### config.mk
export PLATFORM = sky130hd
export DESIGN_NAME = oscillator_select_and_status
export DESIGN_NICKNAME = d
export VERILOG_FILES = /design/src/verilog/osc_select_pkg.sv /design/src/verilog/oscillator_select_and_status.sv
export VERILOG_INCLUDE_DIRS = /design/src /design/src/verilog
export SDC_FILE = /design/constraint.sdc
export NUM_CORES = 1
export LEC_CHECK = 0
export BUFFER_PORTS_ARGS = -buffer_cell sky130_fd_sc_hd__clkbuf_2
export CORE_MARGIN = 4
export CORE_UTILIZATION = 49
export DETAILED_ROUTE_END_ITERATION = 10
export HOLD_SLACK_MARGIN = 0.02
export PLACE_DENSITY_LB_ADDON = 0.12
export SLEW_MARGIN = 15
export SYNTH_ARGS = -nofsm -noshare
export SYNTH_HDL_FRONTEND = slang
export SYNTH_HIERARCHICAL = 1
export SYNTH_SLANG_ARGS = --single-unit
### constraint.sdc
create_clock -name CLK -period 2.9 [get_ports CLK]
set_input_delay 0.29 -clock CLK [delete_from_list [all_inputs] [get_ports CLK]]
set_output_delay 0.29 -clock CLK [all_outputs]
set_load 0.01 [all_outputs]
### src/verilog/osc_select_map.svh
// Purpose: Register indices, field positions, reset values and bus codes of the oscillator
//          select and status block.
// Assumes: Byte address of a register is four times its index.
// Notes:   Definitions only.
`ifndef OSC_SELECT_MAP_SVH
`define OSC_SELECT_MAP_SVH

// ----------------------------------------------------------------------------
// Register indices
// ----------------------------------------------------------------------------
`define IDX_TUNING_STATUS 10'h0AC
`define IDX_CLOCK_REQUEST_CONTROL 10'h0AD
`define IDX_ACTIVE_CLOCK_REPORT 10'h0AE
`define IDX_CLOCK_SWITCH_CONTROL 10'h0AF
`define IDX_FAST_INTERNAL_TRIM 10'h0B0
`define IDX_FAST_INTERNAL_RATE_SELECT 10'h0B1
`define IDX_OSCILLATOR_READY_REPORT 10'h0B2
`define IDX_EVENT_STATUS 10'h0C0
`define IDX_EVENT_MASK 10'h0C1

// ----------------------------------------------------------------------------
// Field positions
// ----------------------------------------------------------------------------
`define POS_SOURCE_HI 6
`define POS_SOURCE_LO 4
`define POS_DIVIDER_HI 3
`define POS_DIVIDER_LO 0
`define POS_SWITCH_HOLD 7
`define POS_SECONDARY_POWER 6
`define POS_SWITCH_DONE 4
`define POS_REQUESTED_READY 3
`define POS_TRIM_HI 5
`define POS_RATE_HI 3
`define POS_OUT_OF_RANGE 1
`define POS_READY_HI 7
`define POS_READY_LO 2
`define POS_EV_SWITCH 0
`define POS_EV_RANGE 1

// ----------------------------------------------------------------------------
// Reset values and codes
// ----------------------------------------------------------------------------
`define RST_TRIM 6'h00
`define RST_RATE 4'h2
`define RST_SWITCH_HOLD 1'b0
`define RST_SECONDARY_POWER 1'b0
`define RST_EVENTS 2'h0
`define RATE_LAST_VALID 4'h8
`define SOURCE_RESERVED_MASK 8'h18
`define RESP_OKAY 2'h0
`define RESP_SLVERR 2'h2

`endif

### src/verilog/osc_select_pkg.sv
// Purpose: Types shared by the oscillator select and status block.
// Assumes: Constants live in osc_select_map.svh.
// Notes:   Types only.
package osc_select_pkg;
  typedef logic [2:0] source_t;
  typedef logic [3:0] divider_t;
  typedef logic [5:0] trim_t;
  typedef logic [3:0] rate_t;
  typedef enum logic [1:0] {SW_IDLE, SW_WAIT, SW_READY} switch_state_e;
endpackage

### src/verilog/oscillator_select_and_status.sv
// Purpose: Oscillator source and divider request, switch sequencing, trim, rate select and
//          oscillator ready reporting behind an AXI4-Lite slave.
// Assumes: Tuning engine inputs run on CLK; ready lines come from other clocks.
// Notes:   Byte address of each register is four times its index.
//
// Decided for this implementation: the AXI4-Lite slave port.
`timescale 1ns/10ps
`include "osc_select_map.svh"

// ----------------------------------------------------------------------------
// Two-stage synchroniser
// ----------------------------------------------------------------------------
module osc_sync2 #(
  parameter int WIDTH = 1
) (
  input wire logic CLK,
  input wire logic RST_B,
  input wire logic [WIDTH-1:0] d,
  output logic [WIDTH-1:0] q
);
  logic [WIDTH-1:0] meta_r;

  always_ff @(posedge CLK) begin
    if (!RST_B) begin
      meta_r <= '0;
      q <= '0;
    end else begin
      meta_r <= d;
      q <= meta_r;
    end
  end
endmodule

// ----------------------------------------------------------------------------
// Top
// ----------------------------------------------------------------------------
module oscillator_select_and_status #(
  parameter int ADDR_WIDTH = 12,
  parameter logic [7:0] SOURCE_RESERVED = `SOURCE_RESERVED_MASK
) (
  input wire logic CLK,
  input wire logic RST_B,
  input wire logic [ADDR_WIDTH-1:0] AWADDR,
  input wire logic [2:0] AWPROT,
  input wire logic AWVALID,
  output logic AWREADY,
  input wire logic [31:0] WDATA,
  input wire logic [3:0] WSTRB,
  input wire logic WVALID,
  output logic WREADY,
  output logic [1:0] BRESP,
  output logic BVALID,
  input wire logic BREADY,
  input wire logic [ADDR_WIDTH-1:0] ARADDR,
  input wire logic [2:0] ARPROT,
  input wire logic ARVALID,
  output logic ARREADY,
  output logic [31:0] RDATA,
  output logic [1:0] RRESP,
  output logic RVALID,
  input wire logic RREADY,
  input wire osc_select_pkg::source_t RESET_SOURCE_CONFIG,
  input wire osc_select_pkg::divider_t RESET_DIVIDER_CONFIG,
  input wire logic SWITCH_PERMIT_CONFIG,
  input wire logic [7:0] SOURCE_READY,
  input wire logic [5:0] OSC_ENABLE,
  input wire logic [5:0] OSC_READY,
  input wire logic AUTO_TUNE_EN,
  input wire osc_select_pkg::trim_t AUTO_TUNE_TRIM,
  input wire logic AUTO_TUNE_OUT_OF_RANGE,
  output osc_select_pkg::source_t ACTIVE_SOURCE,
  output osc_select_pkg::divider_t ACTIVE_DIVIDER,
  output logic SECONDARY_HIGH_POWER,
  output osc_select_pkg::trim_t FAST_TRIM,
  output osc_select_pkg::rate_t FAST_RATE,
  output logic IRQ
);
  import osc_select_pkg::*;

  // --------------------------------------------------------------------------
  // State
  // --------------------------------------------------------------------------
  logic awready_r;
  logic wready_r;
  logic bvalid_r;
  logic [1:0] bresp_r;
  logic arready_r;
  logic rvalid_r;
  logic [1:0] rresp_r;
  logic [31:0] rdata_r;
  logic [ADDR_WIDTH-1:0] waddr_r;
  logic [7:0] wdata_r;
  logic wstrb_r;
  logic permit_r;
  source_t req_source_r;
  divider_t req_divider_r;
  source_t act_source_r;
  divider_t act_divider_r;
  logic hold_r;
  logic sec_power_r;
  trim_t trim_r;
  rate_t rate_r;
  logic out_of_range_r;
  logic req_ready_r;
  logic [1:0] ev_status_r;
  logic [1:0] ev_mask_r;
  logic irq_r;
  switch_state_e state_r;
  switch_state_e state_nxt;

  // --------------------------------------------------------------------------
  // Pin synchronisers
  // --------------------------------------------------------------------------
  logic [7:0] source_ready_s;
  logic [5:0] osc_ready_s;

  osc_sync2 #(.WIDTH(8)) u_sync_source (
    .CLK(CLK),
    .RST_B(RST_B),
    .d(SOURCE_READY),
    .q(source_ready_s)
  );

  osc_sync2 #(.WIDTH(6)) u_sync_osc (
    .CLK(CLK),
    .RST_B(RST_B),
    .d(OSC_READY),
    .q(osc_ready_s)
  );

  // --------------------------------------------------------------------------
  // Bus decode
  // --------------------------------------------------------------------------
  wire [9:0] widx = waddr_r[ADDR_WIDTH-1:2];
  wire [9:0] ridx = ARADDR[ADDR_WIDTH-1:2];
  wire write_fire = !awready_r && !wready_r && !bvalid_r;
  wire write_en = write_fire && wstrb_r;
  wire read_fire = ARVALID && arready_r;

  wire w_request = write_en && (widx == `IDX_CLOCK_REQUEST_CONTROL);
  wire w_switch = write_en && (widx == `IDX_CLOCK_SWITCH_CONTROL);
  wire w_trim = write_en && (widx == `IDX_FAST_INTERNAL_TRIM);
  wire w_rate = write_en && (widx == `IDX_FAST_INTERNAL_RATE_SELECT);
  wire w_status = write_en && (widx == `IDX_EVENT_STATUS);
  wire w_mask = write_en && (widx == `IDX_EVENT_MASK);

  wire w_mapped = (widx == `IDX_TUNING_STATUS) ||
                  (widx == `IDX_CLOCK_REQUEST_CONTROL) ||
                  (widx == `IDX_ACTIVE_CLOCK_REPORT) ||
                  (widx == `IDX_CLOCK_SWITCH_CONTROL) ||
                  (widx == `IDX_FAST_INTERNAL_TRIM) ||
                  (widx == `IDX_FAST_INTERNAL_RATE_SELECT) ||
                  (widx == `IDX_OSCILLATOR_READY_REPORT) ||
                  (widx == `IDX_EVENT_STATUS) ||
                  (widx == `IDX_EVENT_MASK);

  // --------------------------------------------------------------------------
  // Request and switch sequencing
  // --------------------------------------------------------------------------
  wire source_t wr_source = wdata_r[`POS_SOURCE_HI:`POS_SOURCE_LO];
  wire divider_t wr_divider = wdata_r[`POS_DIVIDER_HI:`POS_DIVIDER_LO];
  wire wr_source_reserved = SOURCE_RESERVED[wr_source];
  wire request_load = w_request && permit_r && !wr_source_reserved;
  wire switch_needed = (req_source_r != act_source_r) || (req_divider_r != act_divider_r);
  wire sel_ready = source_ready_s[req_source_r];
  wire switch_done = !switch_needed;
  wire switch_complete = (state_r == SW_READY) && switch_needed && sel_ready && !hold_r;

  always_comb begin
    state_nxt = state_r;
    case (state_r)
      SW_IDLE: begin
        if (switch_needed) begin
          state_nxt = SW_WAIT;
        end
      end
      SW_WAIT: begin
        if (!switch_needed) begin
          state_nxt = SW_IDLE;
        end else if (sel_ready) begin
          state_nxt = SW_READY;
        end
      end
      SW_READY: begin
        if (!switch_needed || switch_complete) begin
          state_nxt = SW_IDLE;
        end else if (!sel_ready) begin
          state_nxt = SW_WAIT;
        end
      end
      default: begin
        state_nxt = SW_IDLE;
      end
    endcase
  end

  always_ff @(posedge CLK) begin
    if (!RST_B) begin
      state_r <= SW_IDLE;
      req_ready_r <= 1'b0;
    end else begin
      state_r <= state_nxt;
      req_ready_r <= (state_nxt == SW_READY);
    end
  end

  // Reset configuration is caught while reset is held
  always_ff @(posedge CLK) begin
    if (!RST_B) begin
      permit_r <= SWITCH_PERMIT_CONFIG;
      req_source_r <= RESET_SOURCE_CONFIG;
      req_divider_r <= RESET_DIVIDER_CONFIG;
    end else if (request_load) begin
      req_source_r <= wr_source;
      req_divider_r <= wr_divider;
    end
  end

  always_ff @(posedge CLK) begin
    if (!RST_B) begin
      act_source_r <= RESET_SOURCE_CONFIG;
      act_divider_r <= RESET_DIVIDER_CONFIG;
    end else if (switch_complete) begin
      act_source_r <= req_source_r;
      act_divider_r <= req_divider_r;
    end
  end

  // --------------------------------------------------------------------------
  // Switch control, trim and rate
  // --------------------------------------------------------------------------
  wire rate_valid = wdata_r[`POS_RATE_HI:0] <= `RATE_LAST_VALID;

  always_ff @(posedge CLK) begin
    if (!RST_B) begin
      hold_r <= `RST_SWITCH_HOLD;
      sec_power_r <= `RST_SECONDARY_POWER;
    end else if (w_switch) begin
      hold_r <= wdata_r[`POS_SWITCH_HOLD];
      sec_power_r <= wdata_r[`POS_SECONDARY_POWER];
    end
  end

  always_ff @(posedge CLK) begin
    if (!RST_B) begin
      trim_r <= `RST_TRIM;
    end else if (AUTO_TUNE_EN) begin
      trim_r <= AUTO_TUNE_TRIM;
    end else if (w_trim) begin
      trim_r <= wdata_r[`POS_TRIM_HI:0];
    end
  end

  always_ff @(posedge CLK) begin
    if (!RST_B) begin
      rate_r <= `RST_RATE;
    end else if (w_rate && rate_valid) begin
      rate_r <= wdata_r[`POS_RATE_HI:0];
    end
  end

  // --------------------------------------------------------------------------
  // Events and interrupt
  // --------------------------------------------------------------------------
  wire range_change = AUTO_TUNE_OUT_OF_RANGE != out_of_range_r;
  wire [1:0] ev_set = {range_change, switch_complete};
  wire [1:0] ev_clr = w_status ? wdata_r[1:0] : 2'h0;
  wire [1:0] ev_nxt = (ev_status_r & ~ev_clr) | ev_set;

  always_ff @(posedge CLK) begin
    if (!RST_B) begin
      out_of_range_r <= 1'b0;
      ev_status_r <= `RST_EVENTS;
      ev_mask_r <= `RST_EVENTS;
      irq_r <= 1'b0;
    end else begin
      out_of_range_r <= AUTO_TUNE_OUT_OF_RANGE;
      ev_status_r <= ev_nxt;
      if (w_mask) begin
        ev_mask_r <= wdata_r[1:0];
      end
      irq_r <= |(ev_nxt & (w_mask ? wdata_r[1:0] : ev_mask_r));
    end
  end

  // --------------------------------------------------------------------------
  // Read data
  // --------------------------------------------------------------------------
  wire [5:0] ready_flags = OSC_ENABLE & osc_ready_s;
  wire [7:0] rd_tuning = {6'h00, out_of_range_r, 1'b0};
  wire [7:0] rd_request = {1'b0, req_source_r, req_divider_r};
  wire [7:0] rd_active = {1'b0, act_source_r, act_divider_r};
  wire [7:0] rd_switch = {hold_r, sec_power_r, 1'b0, switch_done, req_ready_r, 3'h0};
  wire [7:0] rd_trim = {2'h0, trim_r};
  wire [7:0] rd_rate = {4'h0, rate_r};
  wire [7:0] rd_ready = {ready_flags, 2'h0};
  wire [7:0] rd_status = {6'h00, ev_status_r};
  wire [7:0] rd_mask = {6'h00, ev_mask_r};

  wire r_mapped = (ridx == `IDX_TUNING_STATUS) ||
                  (ridx == `IDX_CLOCK_REQUEST_CONTROL) ||
                  (ridx == `IDX_ACTIVE_CLOCK_REPORT) ||
                  (ridx == `IDX_CLOCK_SWITCH_CONTROL) ||
                  (ridx == `IDX_FAST_INTERNAL_TRIM) ||
                  (ridx == `IDX_FAST_INTERNAL_RATE_SELECT) ||
                  (ridx == `IDX_OSCILLATOR_READY_REPORT) ||
                  (ridx == `IDX_EVENT_STATUS) ||
                  (ridx == `IDX_EVENT_MASK);

  wire [7:0] rd_byte =
    (ridx == `IDX_TUNING_STATUS) ? rd_tuning :
    (ridx == `IDX_CLOCK_REQUEST_CONTROL) ? rd_request :
    (ridx == `IDX_ACTIVE_CLOCK_REPORT) ? rd_active :
    (ridx == `IDX_CLOCK_SWITCH_CONTROL) ? rd_switch :
    (ridx == `IDX_FAST_INTERNAL_TRIM) ? rd_trim :
    (ridx == `IDX_FAST_INTERNAL_RATE_SELECT) ? rd_rate :
    (ridx == `IDX_OSCILLATOR_READY_REPORT) ? rd_ready :
    (ridx == `IDX_EVENT_STATUS) ? rd_status :
    (ridx == `IDX_EVENT_MASK) ? rd_mask : 8'h00;

  // --------------------------------------------------------------------------
  // AXI4-Lite write channel
  // --------------------------------------------------------------------------
  always_ff @(posedge CLK) begin
    if (!RST_B) begin
      awready_r <= 1'b1;
      wready_r <= 1'b1;
      bvalid_r <= 1'b0;
      bresp_r <= `RESP_OKAY;
      waddr_r <= '0;
      wdata_r <= 8'h00;
      wstrb_r <= 1'b0;
    end else begin
      if (AWVALID && awready_r) begin
        awready_r <= 1'b0;
        waddr_r <= AWADDR;
      end
      if (WVALID && wready_r) begin
        wready_r <= 1'b0;
        wdata_r <= WDATA[7:0];
        wstrb_r <= WSTRB[0];
      end
      if (write_fire) begin
        bvalid_r <= 1'b1;
        bresp_r <= w_mapped ? `RESP_OKAY : `RESP_SLVERR;
      end
      if (bvalid_r && BREADY) begin
        bvalid_r <= 1'b0;
        awready_r <= 1'b1;
        wready_r <= 1'b1;
      end
    end
  end

  // --------------------------------------------------------------------------
  // AXI4-Lite read channel
  // --------------------------------------------------------------------------
  always_ff @(posedge CLK) begin
    if (!RST_B) begin
      arready_r <= 1'b1;
      rvalid_r <= 1'b0;
      rresp_r <= `RESP_OKAY;
      rdata_r <= 32'h0000_0000;
    end else if (read_fire) begin
      arready_r <= 1'b0;
      rvalid_r <= 1'b1;
      rresp_r <= r_mapped ? `RESP_OKAY : `RESP_SLVERR;
      rdata_r <= {24'h000000, rd_byte};
    end else if (rvalid_r && RREADY) begin
      rvalid_r <= 1'b0;
      arready_r <= 1'b1;
    end
  end

  // --------------------------------------------------------------------------
  // Outputs
  // --------------------------------------------------------------------------
  assign AWREADY = awready_r;
  assign WREADY = wready_r;
  assign BVALID = bvalid_r;
  assign BRESP = bresp_r;
  assign ARREADY = arready_r;
  assign RVALID = rvalid_r;
  assign RRESP = rresp_r;
  assign RDATA = rdata_r;
  assign ACTIVE_SOURCE = act_source_r;
  assign ACTIVE_DIVIDER = act_divider_r;
  assign SECONDARY_HIGH_POWER = sec_power_r;
  assign FAST_TRIM = trim_r;
  assign FAST_RATE = rate_r;
  assign IRQ = irq_r;
endmodule
==> results.cfg, run 1 <==
[run_status]
run_status = finished, final reports clean

[clock_tree]
cts-resized-gates = 0
cts_tree = yes
clock_sinks = 99
numCtsBuffers = 9
clock_latency_ps = 370
cts.reportedPaths.clkPinSlew_ps = 100
holdBufCountCts = 0
cts.root.buffer_cell = sky130_fd_sc_hd__clkbuf_8
cts_htree_levels = 3
postCtsSetupRepairBufs = 0
cts.path.max_buffers = 2

[detailed_routing]
drc = 0
final_antenna_net_count = 0
detail_route.vias_per_cell = 5.179
detail_route.first_pass.iterations = 5
wirelength_um = 10330
vias = 3527
drc_marker_count_from_the_first_detailed_route_iteration = 135
avgRoutedWirePerCell_um = 15.17

[worst_setup_path]
path_class = flip-flop to flip-flop
cp-start-kind = flip-flop
critPathLaunch = WREADY
path_max_fanout = 11
worst_ep_arrival_time_ps = 2420
worstPathRequired_ps = 3130
reg2reg_setup_slack_ps = 710
setup.worst_path.end_class = flip-flop
rr_startpoint = WREADY

[logic_synthesis]
ys_seq_area_share_pct = 48.57
ys_top_cells_by_area = sky130_fd_sc_hd__dfxtp_1 (38%), sky130_fd_sc_hd__edfxtp_1 (10%), sky130_fd_sc_hd__nand2_1 (6.9%)
post_synth_inst_count = 471
netlist.area_leader.share_pct = 38.31
synth-main-ff-cell = sky130_fd_sc_hd__dfxtp_1
total_standard_cell_area_after_synthesis_um2 = 4389
post_synth_edffs = 15
async_reset_ff_share_pct = 0
synth.distinct_cells = 58
netlist.top_cell.by_area = sky130_fd_sc_hd__dfxtp_1
post_synth.cell_area_avg_um2 = 9.319
synth_warnings = 6
synth.ff_latch_count = 99

[sta]
grt_setup_unrepaired = false
finalCritPeriodShare_pct = 75.47
finalSetupTns_ps = 0
timing_hold_violations_final = 0
achievable_clock_frequency_ghz = 0.4569
tightestPinTransition_ps = 830.9
timing.final.ws_setup_ps = 711.5
worst_clock_skew_ps = 13.25
timing.slew.headroom_pct = 44.61
setup_viol = 0
drv_slew = 0
layout_min_cycle_time_ps = 2188

[power]
finalPower_mw = 2.708
power.static_leakage_nw = 2.240
power_density_relative_to_cell_area_nw_per_um2 = 535.0
vdd_ir_drop_max_uv = 310.8

[global_routing]
grt_first_pass_wirelength_um = 16260
grt_antenna_before_repair = 0
pin_count_of_the_biggest_net_entering_global_routing = 62
first_global_vias = 3374
gr-total-overflow = 0
total_grt_usage_pct = 19.91

[min_path]
min_from = SWITCH_PERMIT_CONFIG
worstHoldPathType = primary input to flip-flop

[cells_and_area]
diodes = 0
fill_cells = 818
layout.cells.most_common_list = sky130_fd_sc_hd__clkbuf_2 (105), sky130_fd_sc_hd__dfxtp_1 (84), sky130_fd_sc_hd__nand2_1 (81)
nets = 677
layout-area-overhead-vs-synth_pct = 15.31
final_layout_size_suffix_gt1_share_pct = 27.05
mostFrequentLayoutCell = sky130_fd_sc_hd__clkbuf_2

[placed_design]
globalplace.congestion = 0.8241
io_buffers = 105
dp_slack_ps = 741.6
dp_hpwl_um = 7749

[die]
core_region_area_um2 = 8721
row_count = 34
boundaryPins = 169
floorplan.initialDensity_pct = 50.33
die_width_um = 102.6
die-area_um2 = 10540
die-height_um = 102.6

[run]
max_capacitance_violation_count = 0
[kinds of logic (layout without fill, tap and decap cells)]
family | after synthesis | after routing | synth area share [%]
flip-flops | 99 | 99 | 48.57
other | 1 | 26 | 0.08544
adder cells (fa/ha/maj) | 1 | 1 | 0.2281
AO/OA/AOI/OAI | 99 | 99 | 14.08
XOR/XNOR | 8 | 8 | 1.596
AND/OR/NAND/NOR | 183 | 183 | 21.66
buffers and inverters | 57 | 134 | 7.811
multiplexers | 23 | 23 | 5.958
[final cells by class]
type / instances / area, µm² / area share, %
clock buffers: 9 / 123.9 / 2.447
clock inverters: 7 / 76.32 / 1.508
inverters: 10 / 37.54 / 0.7417
multi-input cells: 340 / 2008 / 39.68
flip-flops and latches: 99 / 2132 / 42.13
well taps: 108 / 135.1 / 2.670
repair buffers: 108 / 548.0 / 10.83
[cells in the mapped netlist, types with 6 or more instances]
cell,count
sky130_fd_sc_hd__dfxtp_1,84
sky130_fd_sc_hd__nand2_1,81
sky130_fd_sc_hd__a21oi_1,35
sky130_fd_sc_hd__buf_4,26
sky130_fd_sc_hd__and2_2,20
sky130_fd_sc_hd__nor2_1,20
sky130_fd_sc_hd__o21ai_0,19
sky130_fd_sc_hd__mux2i_1,18
sky130_fd_sc_hd__clkbuf_1,16
sky130_fd_sc_hd__edfxtp_1,15
sky130_fd_sc_hd__and2_1,11
sky130_fd_sc_hd__nand3_1,11
sky130_fd_sc_hd__inv_1,9
sky130_fd_sc_hd__xor2_1,8
sky130_fd_sc_hd__o22ai_1,7
sky130_fd_sc_hd__a21o_1,6
[metal layers]
metal,vias up,wire length [µm],GRT usage [%]
li1,1790,-,-
met1,1599,4767,27.93
met2,122,4638,30.49
met3,16,750,4.465
met4,0,176,6.559
met5,-,0,0
[power breakdown]
part	total (mW)	internal [mW]	switching [mW]
Sequential	1.52	1.46	0.0542
Combinational	0.302	0.127	0.175
Clock	0.887	0.345	0.542
[worst paths after layout]
path | end | cells after the start
hold reg to reg | u_sync_osc/q[0] | 1
setup / recovery | FAST_RATE[0] | 5
hold / removal | permit_r | 1
setup reg to reg | FAST_RATE[0] | 5
[worst max-delay path: stages (launching register included)]
cell and delay (ps):
sky130_fd_sc_hd__dfxtp_1 410, sky130_fd_sc_hd__or3_1 540, sky130_fd_sc_hd__nor4_1 520, sky130_fd_sc_hd__o21ai_0 310, sky130_fd_sc_hd__a22oi_1 220, sky130_fd_sc_hd__nor2_1 50
[sequential cells by signal, summed over array words and instances, names as in the netlist, 2 cells and up]
| name | count |
|---|---|
| ACTIVE_DIVIDER | 4 |
| ACTIVE_SOURCE | 3 |
| FAST_RATE | 4 |
| FAST_TRIM | 6 |
| RDATA | 8 |
| ev_mask_r | 2 |
| ev_status_r | 2 |
| req_divider_r | 4 |
| req_source_r | 3 |
| state_r | 2 |
| u_sync_osc/meta_r | 6 |
| u_sync_osc/q | 6 |
| u_sync_source/meta_r | 8 |
| u_sync_source/q | 8 |
| waddr_r | 10 |
| wdata_r | 8 |
[through the flow]
stage / instance area [µm²] / hold slack, ps / utilization (%) / cells
floorplan: 4483 / 388.9 / - / 496
global placement: 4861 / 414.2 / 55.74 / 665
detailed placement: 4861 / 422.3 / 55.74 / 665
CTS: 5061 / 83.32 / 58.03 / 681
global route: 5061 / 78.94 / 58.03 / 681
finish: 5061 / 97.72 / 58.03 / 681
(Power assumes the default switching activity.)
==> run 2: changes to the inputs <==
--- a/config.mk
+++ b/config.mk
@@ -8,7 +8,7 @@
 export LEC_CHECK = 0
 export BUFFER_PORTS_ARGS = -buffer_cell sky130_fd_sc_hd__clkbuf_2
 export CORE_MARGIN = 4
-export CORE_UTILIZATION = 49
+export CORE_UTILIZATION = 44
 export DETAILED_ROUTE_END_ITERATION = 10
 export HOLD_SLACK_MARGIN = 0.02
 export PLACE_DENSITY_LB_ADDON = 0.12
==> constraint.sdc (replaced) <==
create_clock -name CLK -period 1.9 [get_ports CLK]
set_input_delay 0.19 -clock CLK [delete_from_list [all_inputs] [get_ports CLK]]
set_output_delay 0.19 -clock CLK [all_outputs]
set_load 0.01 [all_outputs]
==> run 2 against run 1 <==
Against the previous run:
- register-to-register slack worse by 710 ps
- core utilization is 1.5 points lower
- clock power up 50%
- non-clock buffer count up 44
- clock skew increased by 5.0 ps
- critical path depth stayed put
- first-iteration DRC count up 5.2%
- power up 55%
- via count up 6.5%
- combinational power is 88% higher
- sequential power up 52%
- worst setup slack lost 710 ps
- largest power group unchanged
==> results.cfg, run 2 (synthesis gave the netlist of run 1 again) <==
[clock_tree]
cts.root.buffer_cell = sky130_fd_sc_hd__clkbuf_8
cts_htree_levels = 3
clock_latency_ps = 370
cts.reportedPaths.clkPinSlew_ps = 110
numCtsBuffers = 9
cts_tree = yes
clock_sinks = 99
cts.path.max_buffers = 2

[detailed_routing]
detail_route.vias_per_cell = 5.007
final_antenna_net_count = 0
vias = 3755
drc = 0
wirelength_um = 11350
detail_route.first_pass.iterations = 4
avgRoutedWirePerCell_um = 15.14
drc_marker_count_from_the_first_detailed_route_iteration = 142

[cells_and_area]
area_of_the_multi_input_gates_um2 = 2047
final-instance-count-excl-fill = 750
final_core_utilization_pct = 56.53
layout.area.seq_um2 = 2137
finalInstanceArea_um2 = 5500
final_layout_size_suffix_gt1_share_pct = 32.74
mostFrequentLayoutCell = sky130_fd_sc_hd__clkbuf_2
fill_cells = 947
layout.cells.most_common_list = sky130_fd_sc_hd__clkbuf_2 (105), sky130_fd_sc_hd__dfxtp_1 (80), sky130_fd_sc_hd__nand2_1 (80)
nets = 721
largest_register_ff_count = 10
most_flop_heavy_register = waddr_r
diodes = 0
layout-area-overhead-vs-synth_pct = 25.31

[sta]
timing_hold_violations_final = 0
setup_viol = 0
finalSetupTns_ps = 0
worst_clock_skew_ps = 18.24
finalCritPeriodShare_pct = 99.96
achievable_clock_frequency_ghz = 0.5265
grt_setup_unrepaired = true
whs_ps = 32.30
drv_slew = 0
timing.final.ws_setup_ps = 0.7603
layout_min_cycle_time_ps = 1899

[worst_setup_path]
cp-start-kind = flip-flop
critical_path_buf_inv_count = 0
path_class = flip-flop to flip-flop
worst_path_largest_cell_delay_ps = 550
worst_ep_arrival_time_ps = 2180
path_max_fanout = 4
setup.worst_path.end_class = flip-flop
worstPathRequired_ps = 2180
critical_path.top_delay_family = simple AND/OR/NAND/NOR gates
worstPathCellList = or4b_4 -> or4_4 -> mux2i_2 -> o21ai_1 -> o31ai_1
crit_path_slowest_cell = sky130_fd_sc_hd__or4b_4

[min_path]
worstHoldPathType = primary input to flip-flop

[power]
finalPower_mw = 4.204
power.static_leakage_nw = 2.455
power_density_relative_to_cell_area_nw_per_um2 = 764.4
vdd_ir_drop_max_uv = 305.8

[global_routing]
first_global_vias = 3729
pin_count_of_the_biggest_net_entering_global_routing = 29
grt_antenna_before_repair = 0
grt_first_pass_wirelength_um = 18370
total_grt_usage_pct = 20.21
gr-total-overflow = 0

[die]
die_width_um = 107.9
boundaryPins = 169
die-area_um2 = 11640
die-height_um = 107.9
floorplan.initialDensity_pct = 45.11
core_region_area_um2 = 9729
row_count = 36

[placed_design]
dp_cells = 722
placed_area_um2 = 5134
globalplace.congestion = 0.8773
dp_slack_ps = -64.75
io_buffers = 105
dp_hpwl_um = 8735

[run_status]
run_status = finished, final reports clean

[run]
max_capacitance_violation_count = 0
==> run 2: cell count changes in the layout (fill, tap and decap cells not counted), moves of 4 or more <==
cell	delta
sky130_fd_sc_hd__buf_4	+32
sky130_fd_sc_hd__dlygate4sd3_1	+10
sky130_fd_sc_hd__dfxtp_1	-4
sky130_fd_sc_hd__dfxtp_2	+4
==> run 2: where the power goes <==
| part | switching [mW] | total, mW | internal [mW] |
|---|---|---|---|
| clock | 0.810 | 1.33 | 0.519 |
| sequential | 0.0711 | 2.31 | 2.24 |
| combinational | 0.307 | 0.568 | 0.262 |
| total | 1.19 | 4.20 | 3.02 |
==> run 2: cell type report <==
type	count	share of cell area, %
multi-input cells	340	37.22
repair buffers	152	16.56
well taps	133	3.025
clock buffers	9	2.252
clock inverters	7	1.410
flip-flops and latches	99	38.85
inverters	10	0.6824
==> run 2: worst register-to-register path: stages, from the launching register on <==
cell and delay, ps:
sky130_fd_sc_hd__dfxtp_2 350, sky130_fd_sc_hd__or4b_4 550, sky130_fd_sc_hd__or4_4 550, sky130_fd_sc_hd__mux2i_2 200, sky130_fd_sc_hd__o21ai_1 90, sky130_fd_sc_hd__o31ai_1 70
==> run 2: timing repair <==
item / CTS / global route
endpoints found under the setup margin: 16 / 20
endpoints found under the hold margin: 8 / 2
pin swaps: 2 / 1
hold buffers: 8 / 2
buffers inserted: 0 / 2
resized for setup: 6 / 11
==> run 2: final timing paths <==
check | slack, ps | from | end | cells after the start
setup / recovery | 0.8 | waddr_r[3] | IRQ | 5
hold / removal | 30 | OSC_READY[4] | u_sync_osc/meta_r[4] | 2
hold reg to reg | 450 | u_sync_source/meta_r[2] | u_sync_source/q[2] | 1
setup reg to reg | 0.8 | waddr_r[3] | IRQ | 5
==> run 2: layer usage <==
layer / part of all wire [%] / global-route usage (%)
met1: 47 / 27.29
met2: 46 / 33.26
met3: 5.9 / 2.999
met4: 1.9 / 6.492
met5: 0 / 0
